--- config.mk ---
export PLATFORM = sky130hd
export DESIGN_NAME = dma_data_config
export DESIGN_NICKNAME = d
export VERILOG_FILES = /design/src/shared/data_config_pkg.sv /design/src/design/dma_data_config.sv
export SDC_FILE = /design/constraint.sdc
export NUM_CORES = 1
export LEC_CHECK = 0
export ABC_CLOCK_PERIOD_IN_PS = 5840
export BUFFER_PORTS_ARGS = -buffer_cell sky130_fd_sc_hd__buf_2
export CAP_MARGIN = 20
export CORE_ASPECT_RATIO = 0.8
export CORE_MARGIN = 2
export CORE_UTILIZATION = 46
export DETAILED_ROUTE_END_ITERATION = 8
export PLACE_DENSITY = 0.86
export SLEW_MARGIN = 20
export SYNTH_ARGS = -nofsm -noshare
export SYNTH_HDL_FRONTEND = slang
export SYNTH_SLANG_ARGS = --single-unit
--- constraint.sdc ---
create_clock -name ref_clk -period 5.84 [get_ports ref_clk]
set_input_delay 0.584 -clock ref_clk [delete_from_list [all_inputs] [get_ports ref_clk]]
set_output_delay 0.584 -clock ref_clk [all_outputs]
set_load 0.01 [all_outputs]
--- src/shared/data_config_pkg.sv ---
// Package with register map, field layout and decode types for the data configuration block.
package data_config_pkg;

    // ------------------------------------------------------------------
    // Register map
    // ------------------------------------------------------------------
    localparam logic [3:0] DATA_CONFIG_IDX  = 4'hE;
    localparam logic [3:0] DMA_STATUS_IDX   = 4'h0;
    localparam logic [3:0] RSTART_HI_IDX    = 4'h1;

    // ------------------------------------------------------------------
    // Field positions and reset value
    // ------------------------------------------------------------------
    localparam int         WTS_BIT          = 0;
    localparam int         BOS_BIT          = 1;
    localparam int         LAS_BIT          = 2;
    localparam int         LSEL_BIT         = 3;
    localparam int         AUTO_BIT         = 4;
    localparam int         FT_LO_BIT        = 5;
    localparam int         FT_HI_BIT        = 6;
    localparam logic [7:0] DATA_CONFIG_RST  = 8'h04;

    // ------------------------------------------------------------------
    // Threshold figures, in bytes
    // ------------------------------------------------------------------
    localparam logic [4:0] TX_THRESH_BASE   = 5'h0D;
    localparam logic [4:0] FIFO_DEPTH_BYTES = 5'h10;

    typedef struct packed {
        logic       auto_init;
        logic       loopback_sel;
        logic       long_address_sel;
        logic       byte_order_sel;
        logic       transfer_width_sel;
        logic [1:0] fifo_threshold;
    } config_s;

    typedef enum logic [1:0] {
        ST_IDLE  = 2'b00,
        ST_BURST = 2'b01,
        ST_DONE  = 2'b11
    } dma_state_e;

endpackage : data_config_pkg

--- src/design/dma_data_config.sv ---
// Data configuration register and the DMA bus-side behaviour it steers.
//
// The Wishbone register port was left to the implementer.
`timescale 1ns/1ns
`default_nettype none

// Behaviour
// - Width bit 0 gives byte transfers, 1 gives word transfers, remote and local.
// - Word mode addresses up to 32k words with address bit 0 held low.
// - Byte order 0 puts high byte on upper lane; 1 swaps the lanes.
// - Byte order bit is ignored while byte-wide transfers are selected.
// - Long address bit 0 gives dual 16-bit channels, 1 gives single 32-bit.
// - In long address mode remote start address drives upper address lines.
// - Long address bit is set at power-up.
// - Loopback select 0 requests loopback, 1 is normal operation.
// - Auto-initialise set lets the send command run; clear blocks it.
// - Receive bus request at threshold 1, 2, 4 or 6 words, or 2, 4, 8, 12 bytes.
// - Transmit bus request threshold is thirteen bytes minus receive threshold.
// - Burst length follows the selected threshold.
module dma_data_config
    import data_config_pkg::*;
(
    input  wire logic        ref_clk,
    input  wire logic        nrst,
    input  wire logic [3:0]  wb_adr_i,
    input  wire logic [31:0] wb_dat_i,
    output logic      [31:0] wb_dat_o,
    input  wire logic        wb_we_i,
    input  wire logic [3:0]  wb_sel_i,
    input  wire logic        wb_cyc_i,
    input  wire logic        wb_stb_i,
    output logic             wb_ack_o,
    input  wire logic        transmit_mode,
    input  wire logic [4:0]  fifo_level,
    input  wire logic        send_cmd,
    input  wire logic [15:0] remote_start_addr,
    input  wire logic [15:0] dma_addr,
    input  wire logic [15:0] dma_wdata,
    input  wire logic        bus_grant,
    output logic             bus_request,
    output logic      [31:0] mem_addr,
    output logic      [15:0] mem_data,
    output logic             word_mode,
    output logic             loopback_req,
    output logic             send_start,
    output logic      [3:0]  burst_len
);

    // ------------------------------------------------------------------
    // Helpers
    // ------------------------------------------------------------------
    // Threshold in bytes for a code; code 00 is the smallest step.
    function automatic logic [4:0] rx_bytes(input logic [1:0] code);
        rx_bytes = (code == 2'b00) ? 5'h02 : {2'b00, code, 1'b0} << 1;
    endfunction : rx_bytes

    // Words needed to carry a byte count; an odd count rounds up so no burst is empty.
    function automatic logic [3:0] words_of(input logic [4:0] nbytes);
        words_of = 4'((nbytes + 5'h01) >> 1);
    endfunction : words_of

    config_s          cfg;
    logic [7:0]       data_config_q;
    logic             ack_q;
    logic             wr_hit;
    logic [4:0]       rx_thresh;
    logic [4:0]       tx_thresh;
    logic [4:0]       fill_bytes;
    logic [4:0]       thresh;
    logic [3:0]       burst_cnt_q;
    logic [3:0]       burst_cnt_d;
    dma_state_e       state_q;
    dma_state_e       state_d;
    logic [31:0]      addr_d;
    logic [15:0]      data_d;
    logic             send_q;

    assign cfg.transfer_width_sel = data_config_q[WTS_BIT];
    assign cfg.byte_order_sel     = data_config_q[BOS_BIT];
    assign cfg.long_address_sel   = data_config_q[LAS_BIT];
    assign cfg.loopback_sel       = data_config_q[LSEL_BIT];
    assign cfg.auto_init          = data_config_q[AUTO_BIT];
    assign cfg.fifo_threshold     = data_config_q[FT_HI_BIT:FT_LO_BIT];

    // ------------------------------------------------------------------
    // Wishbone slave: one-cycle ack, unmapped reads return zero.
    // ------------------------------------------------------------------
    assign wr_hit = wb_cyc_i && wb_stb_i && !ack_q && wb_we_i && wb_sel_i[0]
                    && (wb_adr_i == DATA_CONFIG_IDX);

    always_ff @(posedge ref_clk) begin
        if (!nrst) begin
            ack_q <= 1'b0;
        end else begin
            ack_q <= wb_cyc_i && wb_stb_i && !ack_q;
        end
    end
    assign wb_ack_o = ack_q;

    always_ff @(posedge ref_clk) begin
        if (!nrst) begin
            data_config_q <= DATA_CONFIG_RST;
        end else if (wr_hit) begin
            data_config_q <= wb_dat_i[7:0];
        end
    end

    always_ff @(posedge ref_clk) begin
        if (!nrst) begin
            wb_dat_o <= 32'h0000_0000;
        end else if (wb_cyc_i && wb_stb_i && !ack_q && !wb_we_i) begin
            unique case (wb_adr_i)
                DMA_STATUS_IDX: wb_dat_o <= {24'h00_0000, 2'b00, burst_cnt_q, state_q};
                RSTART_HI_IDX:  wb_dat_o <= {16'h0000, remote_start_addr};
                default:        wb_dat_o <= 32'h0000_0000;
            endcase
        end
    end

    // ------------------------------------------------------------------
    // Thresholds and bus request
    // ------------------------------------------------------------------
    assign rx_thresh  = rx_bytes(cfg.fifo_threshold);
    assign tx_thresh  = TX_THRESH_BASE - rx_thresh;
    assign thresh     = transmit_mode ? tx_thresh : rx_thresh;
    // In word mode the level counts words, so compare in bytes.
    assign fill_bytes = cfg.transfer_width_sel ? (fifo_level << 1) : fifo_level;
    assign word_mode  = cfg.transfer_width_sel;
    assign loopback_req = !cfg.loopback_sel;

    // Burst length in transfers equals the threshold, in words or bytes.
    assign burst_len = cfg.transfer_width_sel ? words_of(thresh) : thresh[3:0];

    always_comb begin
        state_d     = state_q;
        burst_cnt_d = burst_cnt_q;
        unique case (state_q)
            ST_IDLE: begin
                if (fill_bytes >= thresh) begin
                    state_d = ST_BURST;
                    burst_cnt_d = burst_len;
                end
            end
            ST_BURST: begin
                if (bus_grant) begin
                    burst_cnt_d = burst_cnt_q - 4'h1;
                    if (burst_cnt_q == 4'h1) begin
                        state_d = ST_DONE;
                    end
                end
            end
            ST_DONE: begin
                state_d = ST_IDLE;
            end
            default: begin
                state_d = ST_IDLE;
            end
        endcase
    end

    always_ff @(posedge ref_clk) begin
        if (!nrst) begin
            state_q     <= ST_IDLE;
            burst_cnt_q <= 4'h0;
        end else begin
            state_q     <= state_d;
            burst_cnt_q <= burst_cnt_d;
        end
    end
    assign bus_request = (state_q == ST_BURST);

    // ------------------------------------------------------------------
    // Address and data lanes
    // ------------------------------------------------------------------
    always_comb begin
        addr_d = 32'h0000_0000;
        addr_d[15:0] = dma_addr;
        if (cfg.transfer_width_sel) begin
            addr_d[0] = 1'b0;
        end
        if (cfg.long_address_sel) begin
            addr_d[31:16] = remote_start_addr;
        end
    end

    always_comb begin
        data_d = dma_wdata;
        if (cfg.transfer_width_sel && cfg.byte_order_sel) begin
            data_d = {dma_wdata[7:0], dma_wdata[15:8]};
        end else if (!cfg.transfer_width_sel) begin
            data_d = {8'h00, dma_wdata[7:0]};
        end
    end

    always_ff @(posedge ref_clk) begin
        if (!nrst) begin
            mem_addr <= 32'h0000_0000;
            mem_data <= 16'h0000;
        end else begin
            mem_addr <= addr_d;
            mem_data <= data_d;
        end
    end

    // ------------------------------------------------------------------
    // Send command gating
    // ------------------------------------------------------------------
    always_ff @(posedge ref_clk) begin
        if (!nrst) begin
            send_q <= 1'b0;
        end else begin
            send_q <= send_cmd && cfg.auto_init;
        end
    end
    assign send_start = send_q;

    // ------------------------------------------------------------------
    // Checks
    // ------------------------------------------------------------------
    a_word_addr_even: assert property (@(posedge ref_clk) disable iff (!nrst)
        $past(cfg.transfer_width_sel) |-> mem_addr[0] == 1'b0)
        else $error("word mode address bit 0 not low");
    a_upper_addr: assert property (@(posedge ref_clk) disable iff (!nrst)
        $past(cfg.long_address_sel) |-> mem_addr[31:16] == $past(remote_start_addr))
        else $error("upper address does not follow remote start address");
    a_dual_upper_zero: assert property (@(posedge ref_clk) disable iff (!nrst)
        !$past(cfg.long_address_sel) |-> mem_addr[31:16] == 16'h0000)
        else $error("upper address driven in dual mode");
    a_lane_swap: assert property (@(posedge ref_clk) disable iff (!nrst)
        $past(cfg.transfer_width_sel && cfg.byte_order_sel)
        |-> mem_data == {$past(dma_wdata[7:0]), $past(dma_wdata[15:8])})
        else $error("byte lanes not swapped");
    a_byte_no_order: assert property (@(posedge ref_clk) disable iff (!nrst)
        !$past(cfg.transfer_width_sel) |-> mem_data[15:8] == 8'h00)
        else $error("byte mode uses upper lane");
    a_send_gated: assert property (@(posedge ref_clk) disable iff (!nrst)
        send_cmd && !cfg.auto_init |=> !send_start)
        else $error("send started without auto init");
    a_tx_thresh_sum: assert property (@(posedge ref_clk) disable iff (!nrst)
        tx_thresh + rx_thresh == 5'h0D)
        else $error("transmit threshold wrong");
    a_req_on_fill: assert property (@(posedge ref_clk) disable iff (!nrst)
        state_q == ST_IDLE && fill_bytes >= thresh |=> bus_request)
        else $error("bus request not raised at threshold");
    a_burst_len: assert property (@(posedge ref_clk) disable iff (!nrst)
        $rose(bus_request) |-> burst_cnt_q == $past(burst_len))
        else $error("burst length not loaded");
    a_loopback_out: assert property (@(posedge ref_clk) disable iff (!nrst)
        loopback_req == !data_config_q[LSEL_BIT])
        else $error("loopback output mismatch");

    // ------------------------------------------------------------------
    // Register bus checks
    // ------------------------------------------------------------------
    // The slave answers every request after exactly one cycle.
    a_ack_one_cycle: assert property (@(posedge ref_clk) disable iff (!nrst)
        wb_ack_o |=> !wb_ack_o)
        else $error("ack held longer than one cycle");
    a_ack_next_cycle: assert property (@(posedge ref_clk) disable iff (!nrst)
        wb_cyc_i && wb_stb_i && !wb_ack_o |=> wb_ack_o)
        else $error("request not acknowledged in the next cycle");
    a_ack_needs_req: assert property (@(posedge ref_clk) disable iff (!nrst)
        !(wb_cyc_i && wb_stb_i) |=> !wb_ack_o)
        else $error("ack without a request");
    a_cfg_stores_write: assert property (@(posedge ref_clk) disable iff (!nrst)
        nrst && wr_hit |=> data_config_q == $past(wb_dat_i[7:0]))
        else $error("configuration write not stored");
    a_cfg_holds: assert property (@(posedge ref_clk) disable iff (!nrst)
        nrst && !wr_hit |=> $stable(data_config_q))
        else $error("configuration changed without a write");
    a_write_only_read: assert property (@(posedge ref_clk) disable iff (!nrst)
        wb_ack_o && !$past(wb_we_i) && $past(wb_adr_i) == DATA_CONFIG_IDX
        |-> wb_dat_o == 32'h0000_0000)
        else $error("write-only configuration readable");

    // ------------------------------------------------------------------
    // Burst checks
    // ------------------------------------------------------------------
    // The request stays low below the threshold and a burst ends after its last granted transfer.
    a_no_req_below: assert property (@(posedge ref_clk) disable iff (!nrst)
        state_q == ST_IDLE && fill_bytes < thresh |=> !bus_request)
        else $error("bus request raised below threshold");
    a_burst_dec: assert property (@(posedge ref_clk) disable iff (!nrst)
        state_q == ST_BURST && bus_grant |=> burst_cnt_q == $past(burst_cnt_q) - 4'h1)
        else $error("granted transfer not counted");
    a_burst_wait: assert property (@(posedge ref_clk) disable iff (!nrst)
        state_q == ST_BURST && !bus_grant |=> bus_request && $stable(burst_cnt_q))
        else $error("burst moved without a grant");
    a_burst_end: assert property (@(posedge ref_clk) disable iff (!nrst)
        state_q == ST_BURST && bus_grant && burst_cnt_q == 4'h1 |=> state_q == ST_DONE)
        else $error("burst did not end after last transfer");
    a_done_idle: assert property (@(posedge ref_clk) disable iff (!nrst)
        state_q == ST_DONE |=> state_q == ST_IDLE)
        else $error("done state not left");
    a_done_no_req: assert property (@(posedge ref_clk) disable iff (!nrst)
        state_q == ST_DONE |-> !bus_request)
        else $error("bus request high after burst");
    a_burst_nonzero: assert property (@(posedge ref_clk) disable iff (!nrst)
        bus_request |-> burst_cnt_q != 4'h0)
        else $error("burst counter empty while requesting");
    a_burst_len_nonzero: assert property (@(posedge ref_clk) disable iff (!nrst)
        burst_len != 4'h0)
        else $error("burst length zero");
    a_rx_thresh_codes: assert property (@(posedge ref_clk) disable iff (!nrst)
        rx_thresh == 5'h02 || rx_thresh == 5'h04 || rx_thresh == 5'h08 || rx_thresh == 5'h0C)
        else $error("receive threshold outside the coded steps");
    a_code_zero: assert property (@(posedge ref_clk) disable iff (!nrst)
        cfg.fifo_threshold == 2'b00 |-> rx_thresh == 5'h02)
        else $error("code zero threshold wrong");
    a_tx_below_base: assert property (@(posedge ref_clk) disable iff (!nrst)
        tx_thresh < TX_THRESH_BASE)
        else $error("transmit threshold not below base");
    a_state_legal: assert property (@(posedge ref_clk) disable iff (!nrst)
        state_q == ST_IDLE || state_q == ST_BURST || state_q == ST_DONE)
        else $error("illegal burst state");

    // ------------------------------------------------------------------
    // Lane checks
    // ------------------------------------------------------------------
    // The first cycle after reset is skipped, as the lanes still hold reset values.
    a_word_no_swap: assert property (@(posedge ref_clk) disable iff (!nrst)
        $past(nrst && cfg.transfer_width_sel && !cfg.byte_order_sel)
        |-> mem_data == $past(dma_wdata))
        else $error("word lanes altered without byte order");
    a_byte_low_lane: assert property (@(posedge ref_clk) disable iff (!nrst)
        $past(nrst && !cfg.transfer_width_sel) |-> mem_data[7:0] == $past(dma_wdata[7:0]))
        else $error("byte mode low lane wrong");
    a_low_addr: assert property (@(posedge ref_clk) disable iff (!nrst)
        $past(nrst) |-> mem_addr[15:1] == $past(dma_addr[15:1]))
        else $error("lower address does not follow the DMA address");
    a_byte_addr_bit0: assert property (@(posedge ref_clk) disable iff (!nrst)
        $past(nrst && !cfg.transfer_width_sel) |-> mem_addr[0] == $past(dma_addr[0]))
        else $error("byte mode address bit 0 altered");

    // ------------------------------------------------------------------
    // Send checks
    // ------------------------------------------------------------------
    a_send_pass: assert property (@(posedge ref_clk) disable iff (!nrst)
        nrst && send_cmd && cfg.auto_init |=> send_start)
        else $error("send not started with auto init");
    a_send_needs_cmd: assert property (@(posedge ref_clk) disable iff (!nrst)
        !$past(send_cmd) |-> !send_start)
        else $error("send started without a command");

endmodule : dma_data_config

`default_nettype wire

==> flow_metrics.tcl, run 1 <==
set metrics [dict create \
    peakVddDrop_mv 0.09519 \
    hold_path_class "input port to flip-flop" \
    grtUsageTotal_pct 21.08 \
    cp-start-kind "flip-flop" \
    place.detailed.hpwl_um 5836 \
    holdBufCountCts 0 \
    synth.largest_area_cell "dfxtp_1" \
    fin_hold_ws_ns 0.4437 \
    gp_congestion 0.7957 \
    coreArea_mm2 0.006474 \
    maxCapViolations 0 \
    grt_overflow 0 \
    syn2layout_area_growth_pct 28.01 \
    yosysTopAreaCellShare_pct 50.72 \
    cp_top_family "flip-flops" \
    switchingPower_uw 281.2 \
    critPathKind "flip-flop to flip-flop" \
    cts_buffer_depth 2 \
    yosysUniqueCellTypes 40 \
    start_util_pct 48.16 \
    route.vias.total 2727 \
    setup_viol 0 \
    tns_ns 0 \
    cp_num_cells 6 \
    viasPerCell 5.004 \
    num_rows 26 \
    crit_end "burst_cnt_q[1]" \
    p_leak_uw 0.001952 \
    worst_slew_pin_slew_ns 0.9849 \
    timing.rr.end "burst_cnt_q[1]" \
    routedWlPerCell_um 14.45 \
    clkPwrFrac_pct 33.7 \
    period_share_pct 44.87 \
    p_total_uw 1068 \
    seq_power_share_pct 53.5 \
    cts_tree "yes" \
    drive_gt1_share_pct 37.31 \
    postCtsSetupRepairBufs 0 \
    grt_max_degree 45 \
    ioPinCount 190 \
    rr_startpoint "data_config_q[0]" \
    hold_viol_final 0 \
    crit_path_cell_trace "mux2_2 > ha_1 > a21o_1 > maj3_2 > a41oi_4 > mux2i_1" \
    drc_errors 0 \
    netlist_area_mm2 0.003118 \
    internal-power_uw 787.1 \
    wl_um 7876 \
    syn_avg_cell_area_um2 9.774 \
    met3_usage_pct 5.922 \
    max_slew_margin_pct 33.93 \
    arrival_ns 2.89 \
    insertion_delay_ns 0.34 \
    use_met2_pct 36.60 \
    setup_ws_ns 3.220 \
    holdPathStages 2 \
    synthTopCellsByArea "dfxtp_1 (51%), mux2i_1 (8.3%), nor2_1 (4.0%), buf_4 (3.9%), and3_1 (3.4%)" \
    rr_worst_depth 6 \
    io_buffers 145 \
    use_met1_pct 24.66 \
    yosysWarningCount 0 \
    status "finished, final reports clean" \
    critPathRequiredTime_ns 6.11 \
    drv_slew 0 \
    die_y_um 77.64 \
    clkSlewWorstSetupHoldPaths_ns 0.08 \
    synth_seq_cells 79 \
    cts_sinks 79 \
    ant_nets 0 \
    synth_common_cells "dfxtp_1 (79), nor2_1 (33), mux2i_1 (26)" \
    cp.buffers_inverters 0 \
    numCtsBuffers 9 \
    critPathLaunch "data_config_q[0]" \
    rsz0062_at_grt "false" \
    diodes 0 \
    syn_inst 319 \
    post_cts_resize_count 0 \
    grt_pass1_vias 2609 \
    power_frac_comb_pct 12.8 \
    htree_levels 3 \
    critPathMaxFanout 23 \
    async_flop_share_pct 0 \
    yosysMostFrequentCell "dfxtp_1" \
    fmax_ghz 0.3816 \
    grt_busiest_layer "met2" \
    clockRootBuffer "clkbuf_8" \
    clock-skew-final_ns 0.007333 \
    die_area_mm2 0.007457 \
    layout.cells.non_filler 545 \
    max_stage_delay_ns 0.83 \
    synth-edff-count 0 \
    worst_path_max_delay_cell "dfxtp_1" \
    ys_seq_area_share_pct 50.72 \
    ys.flop_type "dfxtp_1" \
    nNetsFinal 562 \
    drtIter0Drc 105 \
    dp_cells 529 \
    endpoint_kind "flip-flop" \
    first_pass_iters 5 \
    die_w_um 96.05 \
    fin_crit_ns 2.620 \
    grt_first_pass_wirelength_um 12240 \
    detailedPlace.worstSlack_ns 3.239 \
    powerDensity_mw_per_mm2 267.7 \
    antenna_found_initial 0 \
    switching_share_pct 26.32 \
    ff2ff_setup_slack_ns 3.22 \
]
logic make-up after synthesis:
group / Yosys count / share of synthesized area (%)
AOI/OAI and AO/OA: 37 / 8.628
muxes: 31 / 10.15
adders and majority gates: 6 / 2.368
and+or+nand+nor: 115 / 19.06
other: 2 / 0.2409
buffers and inverters: 43 / 7.143
DFF: 79 / 50.72
xor gates and xnor gates: 6 / 1.685
power by group through the flow:
stage	Combinational [µW]	Sequential (µW)	Clock, µW
6_report	137	572	359
3_5_place_dp	136	584	0
5_1_grt	151	574	389
4_1_cts	138	571	367
3_3_place_gp	132	582	0
2_1_floorplan	79.9	589	0
registers in the layout (all words and copies together) (netlist names):
signal / count
wb_dat_o: 16
burst_cnt_q: 4
mem_data: 16
data_config_q: 7
send_start: 1
state_q: 2
mem_addr: 32
wb_ack_o: 1
area by class of cell:
cell class,instances,area (µm²)
clock buffer,11,141.4
clock inverter,5,33.78
fill,568,2482
inverter,9,33.78
multi-input combinational,212,1370
sequential,79,1582
tap,84,105.1
timing repair buffer,145,725.7
metrics by stage:
step | utilization [%] | instance area, µm²
2_1_floorplan | - | 3174
5_1_grt | 61.65 | 3991
3_3_place_gp | 58.95 | 3816
6_report | 61.65 | 3991
4_1_cts | 61.65 | 3991
3_5_place_dp | 58.95 | 3816
metal layers:
metal | up-vias | share of wire, % | wire, µm
met5 | - | 0 | 0
met4 | 0 | 1.7 | 137
met3 | 13 | 6.8 | 535
met2 | 110 | 49 | 3873
met1 | 1278 | 42 | 3330
li1 | 1326 | - | -
worst min-delay path by stage:
stage / from / to / slack [ns]
detailed placement: wb_dat_o[4] / wb_dat_o[4] / 0.47
floorplan: state_q[1] / state_q[0] / 0.45
global placement: data_config_q[4] / send_start / 0.46
CTS: dma_addr[12] / mem_addr[12] / 0.43
global route: dma_addr[12] / mem_addr[12] / 0.43
finish: dma_addr[3] / mem_addr[3] / 0.44
cell usage in the layout, fill, tap and decap left out, types with 2 or more instances in the layout:
cell / n
nand3_1: 10
nor2b_1: 2
xor2_1: 2
nor3_1: 8
clkinv_2: 2
clkinvlp_4: 2
nor2_1: 33
inv_1: 8
and2_1: 15
nand2b_1: 2
dfxtp_1: 79
clkbuf_8: 10
a22oi_1: 10
conb_1: 17
o211ai_1: 3
xnor2_1: 4
buf_2: 145
nand2_1: 19
a21oi_1: 16
ha_1: 5
or2_2: 2
mux2i_1: 26
and3_1: 17
mux2_2: 5
Power figures use the tool's default switching activity.
==> run 2: changes to the inputs <==
ABC_AREA = 1   (was not set)
ABC_CLOCK_PERIOD_IN_PS = 2400   (was 5840)
CORE_UTILIZATION = 39   (was 46)
PLACE_DENSITY = 0.77   (was 0.86)
clock period = 2.4 ns   (was 5.84 ns; I/O delays follow)
==> run 2 against run 1 <==
Effect of this change:
- critical path depth increased by 6
- total power grew to 2.5 times the previous value
- critical path type unchanged
- sequential power rose by 140%
- non-clock buffer count rose by 4
==> flow_metrics.tcl, run 2 <==
set metrics [dict create \
    placed_cell_area_mm2 0.003884 \
    powerDensity_mw_per_mm2 660.6 \
    clkSlewWorstSetupHoldPaths_ns 0.08 \
    largest_register "mem_addr" \
    ioPinCount 190 \
    num_rows 29 \
    place.detailed.hpwl_um 5935 \
    cp.buffers_inverters 1 \
    layout.cells.non_filler 667 \
    tns_ns 0 \
    syn_inst 407 \
    fmax_ghz 0.5283 \
    synth_common_cells "nand2_1 (104), dfxtp_1 (79), inv_1 (54)" \
    fin_hold_ws_ns 0.07314 \
    cts_buffer_depth 2 \
    grt_overflow 0 \
    cp-start-kind "flip-flop" \
    antenna_found_initial 0 \
    critPathMaxFanout 7 \
    viasPerCell 4.364 \
    wl_um 7771 \
    clkPwrFrac_pct 36.9 \
    async_flop_share_pct 0 \
    syn_avg_cell_area_um2 7.673 \
    timing.rr.end "burst_cnt_q[1]" \
    grt_first_pass_wirelength_um 12460 \
    cts_tree "yes" \
    max_slew_margin_pct 45.14 \
    grtUsageTotal_pct 17.67 \
    ff2ff_setup_slack_ns 0.51 \
    seq_power_share_pct 51.2 \
    status "finished, final reports clean" \
    endpoint_kind "flip-flop" \
    worstHoldEndpoint "mem_addr[8]" \
    drive_gt1_share_pct 32.38 \
    ys_seq_area_share_pct 50.64 \
    die_w_um 104.0 \
    dp_cells 651 \
    routedWlPerCell_um 11.65 \
    yosysWarningCount 0 \
    fin_crit_ns 1.893 \
    cts_sinks 79 \
    internal-power_uw 1986 \
    final_common_cell "buf_2" \
    maxCapViolations 0 \
    insertion_delay_ns 0.34 \
    crit_top_cell "nand2_1" \
    first_pass_iters 4 \
    synth_seq_cells 79 \
    p_leak_uw 0.002241 \
    start_util_pct 39.85 \
    hold_viol_final 0 \
    io_buffers 145 \
    yosysMostFrequentCell "nand2_1" \
    synth-edff-count 0 \
    drtIter0Drc 150 \
    fin_area_mm2 0.004088 \
    rr_worst_depth 12 \
    post_cts_resize_count 0 \
    drv_slew 0 \
    switching_share_pct 26.47 \
    rr_startpoint "data_config_q[0]" \
    min-delay-start "dma_addr[8]" \
    p_total_uw 2700 \
    setup_viol 0 \
    period_share_pct 78.87 \
    postCtsSetupRepairBufs 0 \
    peakVddDrop_mv 0.4644 \
    die_y_um 84.04 \
    gp_congestion 0.8627 \
    worst_path_max_delay_cell "dfxtp_1" \
    reg_top3 "mem_addr x32, mem_data x16, wb_dat_o x16" \
    die_area_mm2 0.008744 \
    worst_slew_pin_slew_ns 0.8179 \
    max_stage_delay_ns 0.47 \
    grt_pass1_vias 2778 \
    syn2layout_area_growth_pct 30.89 \
    clockRootBuffer "clkbuf_8" \
    ys.flop_type "dfxtp_1" \
    nNetsFinal 660 \
    yosysTopAreaCellShare_pct 50.64 \
    ant_nets 0 \
    hold_path_class "input port to flip-flop" \
    drc_errors 0 \
    yosysUniqueCellTypes 28 \
    final_cell_mix "buf_2 (145), nand2_1 (104), dfxtp_1 (79), inv_1 (54), nor2_1 (52)" \
    switchingPower_uw 714.7 \
    cp_top_family "simple AND/OR/NAND/NOR gates" \
    grt_max_degree 29 \
    rsz0062_at_grt "false" \
    route.vias.total 2911 \
    htree_levels 3 \
    largest_reg_flops 32 \
    critPathKind "flip-flop to flip-flop" \
    netlist_area_mm2 0.003123 \
    coreArea_mm2 0.007838 \
    cp_num_cells 12 \
    synth.largest_area_cell "dfxtp_1" \
    synthTopCellsByArea "dfxtp_1 (51%), nand2_1 (13%), inv_1 (6.5%), nor2_1 (6.3%), buf_4 (4.1%)" \
    holdBufCountCts 0 \
    diodes 0 \
    numCtsBuffers 9 \
    crit_path_cell_trace "buf_4 > o21ai_0 > ha_1 > o21ai_0 > nand2_1 > nand2_1 > nand2_1 > nand2_1 > nand2_2 > nand3_4 > nor2_1 > nor2_2" \
    power_frac_comb_pct 11.9 \
    clock-skew-final_ns 0.007373 \
    arrival_ns 2.13 \
    critPathRequiredTime_ns 2.64 \
    holdPathStages 3 \
]
run 2: changes by cell type in the layout (fill, tap and decap cells not counted), moves of 15 or more:
cell	before	now
and2_1	15	0
and3_1	17	0
inv_1	8	54
mux2i_1	26	0
nand2_1	19	104
nor2_1	33	52
run 2: how the worst max path moves through the flow:
stage | end | start | slack, ns
after detailed placement | burst_cnt_q[1] | data_config_q[0] | 0.54
after CTS | burst_cnt_q[1] | data_config_q[0] | 0.53
after global routing | burst_cnt_q[0] | data_config_q[0] | 0.34
final | burst_cnt_q[1] | data_config_q[0] | 0.51
after global placement | burst_cnt_q[1] | data_config_q[0] | 0.59
after floorplan | burst_cnt_q[1] | data_config_q[0] | 0.76
run 2: cells by family after synthesis:
family / share of synthesized area [%]
other: 0.2405
AOI/OAI and AO/OA: 10.22
buffers and inverters: 13.30
adders and majority gates: 2.003
xor gates and xnor gates: 0.2805
DFF: 50.64
and+or+nand+nor: 23.32
run 2: tightest hold or removal path: stages:
cell	delay, ns
buf_2	0.07
nand2_1	0.04
inv_1	0.04
run 2: layer usage:
layer | share of wire [%] | wire length [µm] | GRT usage [%]
met2 | 46 | 3566 | 28.71
met5 | 0 | 0 | 0
met4 | 0.72 | 56 | 5.405
met1 | 45 | 3507 | 22.10
met3 | 8.2 | 641 | 6.245
run 2: final cells by class:
cell class                 instances  area, µm²
fill                             758       3750
sequential                        79       1582
multi-input combinational        254       1182
timing repair buffer             149      755.7
inverter                          61      229.0
tap                              108      135.1
clock buffer                       9      123.9
clock inverter                     7      80.08
run 2: per-stage QoR:
stage                     utilization [%]  setup WS (ns)
after detailed placement            49.55         0.5384
after CTS                           52.16         0.5295
after global routing                52.16         0.3372
after global placement              49.55         0.5874
final                               52.16         0.5070
after floorplan                         -         0.7596
run 2: power by group through the flow:
stage / clock network, µW / registers [µW] / logic [µW]
floorplan: 0 / 1430 / 177
global placement: 0 / 1410 / 311
detailed placement: 0 / 1420 / 321
CTS: 1040 / 1380 / 322
global route: 1090 / 1390 / 364
finish: 996 / 1380 / 320
==> run 3: changes to the inputs <==
ABC_AREA = 0   (was 1)
ABC_CLOCK_PERIOD_IN_PS = 1890   (was 2400)
CORE_UTILIZATION = 43   (was 39)
PLACE_DENSITY = 0.81   (was 0.77)
clock period = 1.89 ns   (was 2.4 ns; I/O delays follow)
==> run 3 against run 2 <==
Effect of this change:
- total power up 28%
- combinational power grew 38%
- hold slack got worse by 0.026 ns
- the flow now finishes with violations (negative setup slack)
- sequential cell count did not move
- die area fell by 9.0%
- clock skew decreased by 0.0029 ns
- count of clock-buffer cells in the layout grew 2
- global-route usage increased by 1.7 points
- critical path depth is 6 lower
- wire length increased by 0.66%
- clock power grew 24%
- largest cell class unchanged
==> flow_metrics.tcl, run 3 (synthesized netlist as in run 1, its figures left out) <==
set metrics [dict create \
    wl_um 7822 \
    critPathMaxFanout 5 \
    fmax_ghz 0.5127 \
    htree_levels 3 \
    utilization_pct 59.69 \
    clock-skew-final_ns 0.004497 \
    die_w_um 99.21 \
    grt_pass1_vias 2592 \
    endpoint_kind "flip-flop" \
    crit_path_cell_trace "mux2_4 > ha_4 > a21o_1 > maj3_2 > a41oi_4 > mux2i_1" \
    arrival_ns 2.22 \
    setup_viol 4 \
    insertion_delay_ns 0.34 \
    peakVddDrop_mv 0.3419 \
    clockRootBuffer "clkbuf_8" \
    clkSlewWorstSetupHoldPaths_ns 0.08 \
    grt_overflow 0 \
    period_share_pct 103.2 \
    use_met1_pct 23.40 \
    p_total_uw 3448 \
    drive_gt1_share_pct 40.00 \
    hold_viol_final 0 \
    reg_top3 "mem_addr x32, mem_data x16, wb_dat_o x16" \
    ioPinCount 190 \
    cts_sinks 79 \
    coreArea_mm2 0.006959 \
    largest_register "mem_addr" \
    cts_buffer_depth 2 \
    diodes 0 \
    die_y_um 80.17 \
    placed_cell_area_mm2 0.003945 \
    maxCapViolations 0 \
    use_met2_pct 32.77 \
    start_util_pct 44.80 \
    routedWlPerCell_um 13.92 \
    final_common_cell "buf_2" \
    hold_path_class "input port to flip-flop" \
    grt_busiest_layer "met2" \
    place.detailed.hpwl_um 5974 \
    failed_checks "negative setup slack" \
    syn2layout_area_growth_pct 33.23 \
    max_stage_delay_ns 0.38 \
    cts_tree "yes" \
    fin_hold_ws_ns 0.04693 \
    final_cell_mix "buf_2 (145), dfxtp_1 (78), nor2_1 (33), mux2i_1 (26), nand2_1 (19)" \
    grtUsageTotal_pct 19.39 \
    numCtsBuffers 9 \
    gp_congestion 0.8038 \
    cp-start-kind "flip-flop" \
    io_buffers 145 \
    largest_reg_flops 32 \
    fin_crit_ns 1.951 \
    drc_errors 0 \
    antenna_found_initial 0 \
    met3_usage_pct 5.657 \
    drtIter0Drc 136 \
    grt_first_pass_wirelength_um 12120 \
    p_leak_uw 0.002054 \
    die_area_mm2 0.007953 \
    viasPerCell 4.838 \
    ant_nets 0 \
    nNetsFinal 576 \
    grt_max_degree 29 \
    worst_path_max_delay_cell "dfxtp_4" \
    route.vias.total 2719 \
    critPathRequiredTime_ns 2.16 \
    critPathKind "flip-flop to flip-flop" \
    num_rows 27 \
    first_pass_iters 4 \
    status "finished with violations" \
    drv_slew 0 \
    fillers 615 \
    fin_area_mm2 0.004154 \
    tns_ns -0.1457 \
    powerDensity_mw_per_mm2 830.1 \
    setup_ws_ns -0.06051 \
    rsz0062_at_grt "true" \
]
==> run 3: cell types whose count changed in the layout (fill, tap and decap cells not counted), moves of 5 or more <==
cell and change:
nor3_1 +6, nand2_1 -85, nor2_1 -19, a211oi_1 -5, inv_1 -45, buf_4 +10
and2_1 +15, a31oi_1 -7, inv_2 -5, o21ai_0 -10, and3_1 +17, mux2i_1 +26
==> run 3: metal layers <==
metal | routed length, µm | part of all wire, %
met1 | 3332 | 43
met2 | 3758 | 48
met3 | 568 | 7.3
met4 | 163 | 2.1
met5 | 0 | 0
==> run 3: final timing paths <==
check,from,end,slack (ns),cells after the start
setup / recovery,data_config_q[0],burst_cnt_q[2],-0.06,6
hold / removal,dma_addr[5],mem_addr[5],0.05,2
setup reg to reg,data_config_q[0],burst_cnt_q[2],-0.06,6
hold reg to reg,data_config_q[4],send_start,0.48,1
==> run 3: worst max-delay path, delay by kind of cell, from the launching register on <==
family                     cells  cell delay, ns
adders and majority gates      2            0.55
muxes                          2            0.55
AOI/OAI and AO/OA              2            0.39
DFF                            1            0.38
==> run 3: stage by stage <==
step           cells  worst slack (ns)
2_1_floorplan    334          -0.06720
3_3_place_gp     546           0.02933
3_5_place_dp     546          -0.05944
4_1_cts          562          -0.07979
5_1_grt          562           -0.1222
6_report         562          -0.06051
==> run 3: report_power, final <==
part / total [µW] / switching, µW / internal (µW)
clock network: 1240 / 597 / 648
registers: 1760 / 33.3 / 1730
logic: 443 / 234 / 209
==> run 3: layout make-up <==
| type | instances | area (µm²) | share of cell area (%) |
|---|---|---|---|
| Timing Repair Buffer | 159 | 830.8 | 20.00 |
| Tap cell | 87 | 108.9 | 2.620 |
| Multi-Input combinational cell | 212 | 1399 | 33.67 |
| Clock buffer | 11 | 141.4 | 3.404 |
| Sequential cell | 79 | 1585 | 38.16 |
| Clock inverter | 5 | 55.05 | 1.325 |
| Inverter | 9 | 33.78 | 0.8133 |
==> run 3: repair_timing <==
action,4_1_cts,5_1_grt
endpoints found under the setup margin,4,5
hold buffers,0,0
buffers inserted,0,0
gates resized for setup,0,2
